File: config.mk
export PLATFORM = sky130hd
export DESIGN_NAME = dcs_debug_csr
export DESIGN_NICKNAME = d
export VERILOG_FILES = /design/src/dcs_pkg.sv /design/src/dcs_debug_csr.sv
export SDC_FILE = /design/constraint.sdc
export NUM_CORES = 1
export LEC_CHECK = 0
export ABC_AREA = 1
export BUFFER_PORTS_ARGS = -buffer_cell sky130_fd_sc_hd__buf_2
export CAP_MARGIN = 30
export CELL_PAD_IN_SITES_DETAIL_PLACEMENT = 0
export CELL_PAD_IN_SITES_GLOBAL_PLACEMENT = 1
export CORE_MARGIN = 1
export CORE_UTILIZATION = 34
export DETAILED_ROUTE_END_ITERATION = 8
export PLACE_DENSITY_LB_ADDON = 0.2
export SYNTH_ARGS = -nofsm -noshare
export SYNTH_HDL_FRONTEND = slang
export SYNTH_SLANG_ARGS = --single-unit
File: constraint.sdc
create_clock -name clk_i -period 1.8 [get_ports clk_i]
set_input_delay 0.27 -clock clk_i [delete_from_list [all_inputs] [get_ports clk_i]]
set_output_delay 0.27 -clock clk_i [all_outputs]
set_load 0.01 [all_outputs]
File: src/dcs_pkg.sv
package dcs_pkg;
  localparam int          DCS_W            = 32;
  localparam logic [3:0]  DCS_CTRL_REG_NUM = 4'h0;
  localparam logic [31:0] DCS_RESET_VAL    = 32'h0000_0000;
  localparam int          STATUS_MSB       = 31;
  localparam int          STATUS_LSB       = 28;
  localparam int          DOUBLE_FAULT_BIT = 27;
  localparam int          HW_TRIGGER_BIT   = 26;
  localparam int          HALT_BIT         = 25;
  localparam int          BREAK_PIN_BIT    = 24;
  localparam int          REV_MSB          = 23;
  localparam int          REV_LSB          = 20;
  localparam int          EDGE_MODE_BIT    = 18;
  localparam int          CLK_GATE_BIT     = 17;
  localparam int          WR_INHIBIT_BIT   = 16;
  localparam logic [3:0]  STATUS_RESET     = 4'h0;
  localparam logic [3:0]  REVISION_LEVEL   = 4'h0;
  localparam logic [31:0] CFG_LOW_MASK     = 32'h0000_FFFF;
  localparam logic [31:0] CPU_WR_MASK      = 32'h0006_FFFF;
  localparam logic [31:0] PORT_WR_MASK     = 32'h0007_FFFF;
  localparam logic [1:0]  TRACE_DIV_HALF   = 2'h1;
endpackage : dcs_pkg

File: src/dcs_debug_csr.sv
`timescale 1ns/1ps
// Function
// system reset clears the whole register
// port reads and writes; cpu writes only
// cpu register zero; port read/write commands
// breakpoint state in bits 31..28
// state shown on idle debug data output
// trigger definition write resets state field
// double fault flag, cleared on read
// hardware trigger flag, cleared on read
// halt instruction flag, cleared on read
// break pin flag, cleared on read
// revision level read-only, zero initial
// edge mode: falling edge raises debug interrupt
// interrupt pends until instruction sample point
// no nested debug interrupts
// clock gate holds trace clock static
// write inhibit blocks cpu debug writes
// writes leave read-only fields alone
// tool drives clean falling break edge
module dcs_debug_csr (
  input  wire logic        clk_i,
  input  wire logic        sys_rst_i,
  input  wire logic        port_rd_i,
  input  wire logic        port_wr_i,
  input  wire logic [3:0]  port_reg_num_i,
  input  wire logic [31:0] port_wdata_i,
  input  wire logic        cpu_wr_i,
  input  wire logic [3:0]  cpu_reg_num_i,
  input  wire logic [31:0] cpu_wdata_i,
  input  wire logic        trigger_def_wr_i,
  input  wire logic [3:0]  brk_state_i,
  input  wire logic        brk_state_upd_i,
  input  wire logic        double_fault_evt_i,
  input  wire logic        hw_trigger_evt_i,
  input  wire logic        halt_instr_evt_i,
  input  wire logic        breakpoint_request_pin_i,
  input  wire logic        sample_point_i,
  input  wire logic        dbg_int_done_i,
  input  wire logic        data_out_busy_i,
  input  wire logic [3:0]  data_out_cpu_i,
  output logic      [31:0] port_rdata_o,
  output logic             port_rvalid_o,
  output logic             break_entry_o,
  output logic             dbg_int_start_o,
  output logic             dbg_int_active_o,
  output logic             cpu_write_inhibit_o,
  output logic             trace_clock_output_o,
  output logic      [3:0]  debug_data_output_o
);
  typedef struct packed {
    logic [3:0]  status;
    logic        dfault;
    logic        trig;
    logic        halt;
    logic        brk;
    logic        edge_mode;
    logic        clk_gate;
    logic        inhibit;
    logic [15:0] cfg_low;
    logic        pin_d;
    logic        pend;
    logic        active;
    logic        start;
    logic        entry;
    logic [31:0] rdata;
    logic        rvalid;
    logic [1:0]  div;
    logic        tclk;
    logic [3:0]  dout;
  } dcs_state_t;

  dcs_state_t  st_r;
  dcs_state_t  st_nxt;
  logic [31:0] cur_w;
  logic        port_hit;
  logic        cpu_hit;
  logic        rd_hit;
  logic        fall;
  logic [31:0] wmask;
  logic [31:0] wdata;
  logic [31:0] merged;

  always_comb
  begin
    cur_w = 32'h0000_0000;
    cur_w[dcs_pkg::STATUS_MSB:dcs_pkg::STATUS_LSB] = st_r.status;
    cur_w[dcs_pkg::DOUBLE_FAULT_BIT] = st_r.dfault;
    cur_w[dcs_pkg::HW_TRIGGER_BIT] = st_r.trig;
    cur_w[dcs_pkg::HALT_BIT] = st_r.halt;
    cur_w[dcs_pkg::BREAK_PIN_BIT] = st_r.brk;
    cur_w[dcs_pkg::REV_MSB:dcs_pkg::REV_LSB] = dcs_pkg::REVISION_LEVEL;
    cur_w[dcs_pkg::EDGE_MODE_BIT] = st_r.edge_mode;
    cur_w[dcs_pkg::CLK_GATE_BIT] = st_r.clk_gate;
    cur_w[dcs_pkg::WR_INHIBIT_BIT] = st_r.inhibit;
    cur_w[15:0] = st_r.cfg_low;
    port_hit = port_wr_i && (port_reg_num_i == dcs_pkg::DCS_CTRL_REG_NUM);
    // cpu writes dropped while inhibit is set
    cpu_hit = cpu_wr_i && (cpu_reg_num_i == dcs_pkg::DCS_CTRL_REG_NUM) && !st_r.inhibit;
    rd_hit = port_rd_i && (port_reg_num_i == dcs_pkg::DCS_CTRL_REG_NUM);
    fall = st_r.pin_d && !breakpoint_request_pin_i;
    // port wins if both write; cpu mask excludes the inhibit bit
    if (port_hit)
    begin
      wmask = dcs_pkg::PORT_WR_MASK;
      wdata = port_wdata_i;
    end
    else if (cpu_hit)
    begin
      wmask = dcs_pkg::CPU_WR_MASK;
      wdata = cpu_wdata_i;
    end
    else
    begin
      wmask = 32'h0000_0000;
      wdata = 32'h0000_0000;
    end
    merged = (cur_w & ~wmask) | (wdata & wmask);
    st_nxt = st_r;
    st_nxt.edge_mode = merged[dcs_pkg::EDGE_MODE_BIT];
    st_nxt.clk_gate = merged[dcs_pkg::CLK_GATE_BIT];
    st_nxt.inhibit = merged[dcs_pkg::WR_INHIBIT_BIT];
    st_nxt.cfg_low = merged[15:0];
    if (brk_state_upd_i)
    begin
      st_nxt.status = brk_state_i;
    end
    if (trigger_def_wr_i)
    begin
      st_nxt.status = dcs_pkg::STATUS_RESET;
    end
    // read clears flags, but an event in the same cycle wins
    if (rd_hit)
    begin
      st_nxt.dfault = 1'b0;
      st_nxt.trig = 1'b0;
      st_nxt.halt = 1'b0;
      st_nxt.brk = 1'b0;
    end
    if (double_fault_evt_i)
    begin
      st_nxt.dfault = 1'b1;
    end
    if (hw_trigger_evt_i)
    begin
      st_nxt.trig = 1'b1;
    end
    if (halt_instr_evt_i)
    begin
      st_nxt.halt = 1'b1;
    end
    st_nxt.pin_d = breakpoint_request_pin_i;
    st_nxt.entry = 1'b0;
    st_nxt.start = 1'b0;
    if (!st_r.edge_mode && fall)
    begin
      st_nxt.brk = 1'b1;
      st_nxt.entry = 1'b1;
    end
    // falls while an interrupt is serviced are dropped, not queued
    if (st_r.edge_mode && fall && !st_r.active)
    begin
      st_nxt.pend = 1'b1;
    end
    if (dbg_int_done_i)
    begin
      st_nxt.active = 1'b0;
    end
    if (st_r.pend && sample_point_i)
    begin
      st_nxt.pend = 1'b0;
      st_nxt.active = 1'b1;
      st_nxt.start = 1'b1;
    end
    st_nxt.rvalid = rd_hit;
    st_nxt.rdata = rd_hit ? cur_w : 32'h0000_0000;
    st_nxt.div = st_r.div + 2'h1;
    if (st_r.clk_gate)
    begin
      st_nxt.tclk = 1'b0;
      st_nxt.div = 2'h0;
    end
    else if (st_r.div == dcs_pkg::TRACE_DIV_HALF)
    begin
      st_nxt.tclk = !st_r.tclk;
      st_nxt.div = 2'h0;
    end
    st_nxt.dout = data_out_busy_i ? data_out_cpu_i : st_r.status;
  end

  always_ff @(posedge clk_i)
  begin
    if (sys_rst_i)
      st_r <= '0;
    else
      st_r <= st_nxt;
  end

  assign port_rdata_o         = st_r.rdata;
  assign port_rvalid_o        = st_r.rvalid;
  assign break_entry_o        = st_r.entry;
  assign dbg_int_start_o      = st_r.start;
  assign dbg_int_active_o     = st_r.active;
  assign cpu_write_inhibit_o  = st_r.inhibit;
  assign trace_clock_output_o = st_r.tclk;
  assign debug_data_output_o  = st_r.dout;
endmodule : dcs_debug_csr

* Yosys cells after proc, flatten, opt, wreduce, memory -nomap -nowiden
Index checks and enable logic that the tools add are counted.
** Operators by class
- Add/subtract/negate cells :: 1
- Equal/unequal tests :: 1
- Multiplexer cells :: 13
- Bitwise operators :: 5
- Reduce and logical (&&, ||, !) cells :: 26
** Operator list (count)
- $mux W19 :: 4
- $and A19 B19 Y19 :: 2
- $not A19 Y19 :: 1
- $or A19 B19 Y19 :: 1
- $reduce_bool A2 Y1 :: 5
- $logic_and A1 B1 Y1 :: 9
- $logic_not A4 Y1 :: 2
- $mux W4 :: 2
- $reduce_or A2 Y1 :: 4
- $mux W1 :: 6
- $logic_not A1 Y1 :: 5
- $reduce_or A3 Y1 :: 1
- $add A2 B1 Y2 const B :: 1
- $eq A2 B1 Y1 const B :: 1
- $mux W2 :: 1
- $not A1 Y1 :: 1
** Word-level totals
- Register bits :: 72
- Input bits :: 94
- Output and inout port bits :: 42
- Word-level logic and storage cells :: 66

* Logic depth before layout (Yosys ltp)
- Depth in word-level cells :: 8
- Gate-level depth with buffers :: 8

* Worst setup path before layout
Ideal clock, no wire load.
- Kind :: register -> register
- Start :: register with a tool-made name
- End :: register with a tool-made name
- Data arrival time :: 1.146 ns
- Required time :: 1.689 ns
- Slack :: 0.542 ns
- Stages on the path, launching flop included :: 8
- Cells stage by stage :: dfxtp_1 > nor2_1 > nand3_1 > nand2_1 > inv_2 > buf_4 > nor2_1 > nor2_1

==> results_dict.tcl <==
set metrics [dict create \
    rows 32 \
    cts_tree "yes" \
    fmax_mhz 866 \
    core_um2 7850 \
    antennaDiodeCount 0 \
    gp_congestion 0.783 \
    dieArea_um2 8580 \
    syn_area_um2 2790 \
    whs_ns 0.116 \
    rsz0062_at_grt "no" \
    arrival_ns 1.38 \
    cp_common_cell "nor2_1" \
    synth.avg_cell_area_um2 7.73 \
    syn_to_final_growth_pct 18.9 \
    yosysSeqAreaShare 0.481 \
    layout.nets 531 \
    reg2reg_setup_slack_ns 0.65 \
    cts-root-buf "clkbuf_8" \
    end_kind "register" \
    numCtsBuffers 9 \
    cpLargestDelayFamily "simple AND/OR/NAND/NOR gates" \
    die_w_um 92.6 \
    htreeDepth 3 \
    drc 0 \
    grt_usage 0.148 \
    final_cell_mix "buf_2 (103), nor2_1 (81), dfxtp_1 (67)" \
    power_mw 2.91 \
    p_leak_nw 1.68 \
    grt_use_met3 0.0419 \
    dpl_cell_area_um2 3150 \
    worst_path_max_delay_cell "dfxtp_1" \
    worst-path-buf-inv 1 \
    initial_utilization 0.356 \
    routed_wl_um 5990 \
    final_cell_count_no_fill 541 \
    powerDensity_nw_per_um2 878 \
    drive_gt1_frac 0.303 \
    grtUsageMet1 0.179 \
    viasPerCell 4.30 \
    ctsHoldBuffers 0 \
    cp-start-kind "register" \
    r2r.worst_path.cells 6 \
    ctsResizeCount 0 \
    cp_num_cells 6 \
    maxSlewViolCount 0 \
    hold_viol_final 0 \
    portBuffers 103 \
    grt_antenna_before_repair 0 \
    fp.dieH_um 92.6 \
    synthesis.instances 361 \
    clk_latency_ns 0.33 \
    grt_use_met2 0.243 \
    hp-class "in -> reg" \
    vias 2327 \
    synth-seq-cells 67 \
    timing.setup.tns_ns 0 \
    grt_max_degree 27 \
    synth.distinct_cells 26 \
    finish.utilization 0.423 \
    fin_crit_sh 0.641 \
    crit_fanout 17 \
    grt_pass1_vias 2140 \
    place_hpwl_um 4350 \
    dp_slack_ns 0.330 \
    critPathMaxStageDelay_ns 0.33 \
    clk_path_buf_depth 2 \
    ys_warn_count 0 \
    gr-total-overflow 0 \
    timing.max_cap.violations 0 \
    clock-sinks 67 \
    setup_viol 0 \
    io_pins 136 \
    placed_cells 527 \
    status "finished, final reports clean" \
    crit_chain "nor2_1, nand3_1, nand2_1, inv_2, nor2_1, nor2_1" \
    drt_iter0_drc 69 \
    clkSlewWorstSetupHoldPaths_ns 0.07 \
    post_cts_buffers 0 \
    setup_slack_ns 0.645 \
    grt_pass1_wl_um 9800 \
    route.detailed.wl_per_inst_um 11.1 \
    stdcell_area_um2 3320 \
    detail-route-antenna-nets 0 \
    ir_worst_vdd_v 0.000304 \
    worstSetupPathType "reg -> reg" \
    final_common_cell "buf_2" \
    top_usage_layer "met2" \
    period_minus_slack_ns 1.15 \
    first_pass_iters 4 \
    fin_skew_ns 0.00564 \
    required_ns 2.02 \
]
## cell type report
class / instances / area (µm²)
inverters: 35 / 131
multi-input cells: 212 / 976
fillers: 875 / 4530
flip-flops and latches: 67 / 1340
repair buffers: 111 / 576
clock buffers: 12 / 155
well taps: 102 / 128
clock inverters: 2 / 12.5
## layer usage
metal / vias up / part of all wire
li1: 1232 / -
met1: 1022 / 0.46
met2: 64 / 0.47
met3: 9 / 0.055
met4: 0 / 0.015
met5: - / 0
## power by group
part / switching, mW / leakage (nW) / internal, mW
combinational: 0.156 / 1.05 / 0.129
sequential: 0.0157 / 0.545 / 1.53
clock: 0.526 / 0.0843 / 0.558
## kinds of logic (layout without fill, tap and decap cells)
logic type / count (synthesis) / after routing / synth area share
flip-flops: 67 / 67 / 0.481
AND/OR/NAND/NOR: 185 / 185 / 0.294
XOR/XNOR: 1 / 1 / 0.00314
buffers and inverters: 86 / 160 / 0.175
other: 1 / 5 / 0.00134
AO/OA/AOI/OAI: 20 / 20 / 0.0417
adder cells (fa/ha/maj): 1 / 1 / 0.00448
## worst min-delay path by stage
stage / startpoint / to / slack, ns / cells after the start
floorplan: sys_rst_i / port_rvalid_o / 0.34 / 1
global placement: st_r[5] / st_r[5] / 0.41 / 1
detailed placement: st_r[5] / st_r[5] / 0.42 / 1
CTS: dbg_int_done_i / dbg_int_active_o / 0.1 / 2
global route: dbg_int_done_i / dbg_int_active_o / 0.11 / 2
finish: dbg_int_done_i / dbg_int_active_o / 0.12 / 2
## cells in the mapped netlist, drive strengths merged
cell type,n,area (µm²)
a211oi,4,30.0
clkinv,1,3.75
or2,1,6.26
ha,1,12.5
o22ai,1,6.26
conb,1,3.75
a21oi,8,40.0
a31o,1,8.76
nand2,59,221
nand3b,1,7.51
xnor2,1,8.76
nand3,22,135
a31oi,1,6.26
nand4,17,106
nor3,1,5.00
clkbuf,2,7.51
inv,34,128
o21ai,5,25.0
nor2,84,338
buf,49,350
dfxtp,67,1340
No activity file was read; power rests on OpenSTA's default activity.
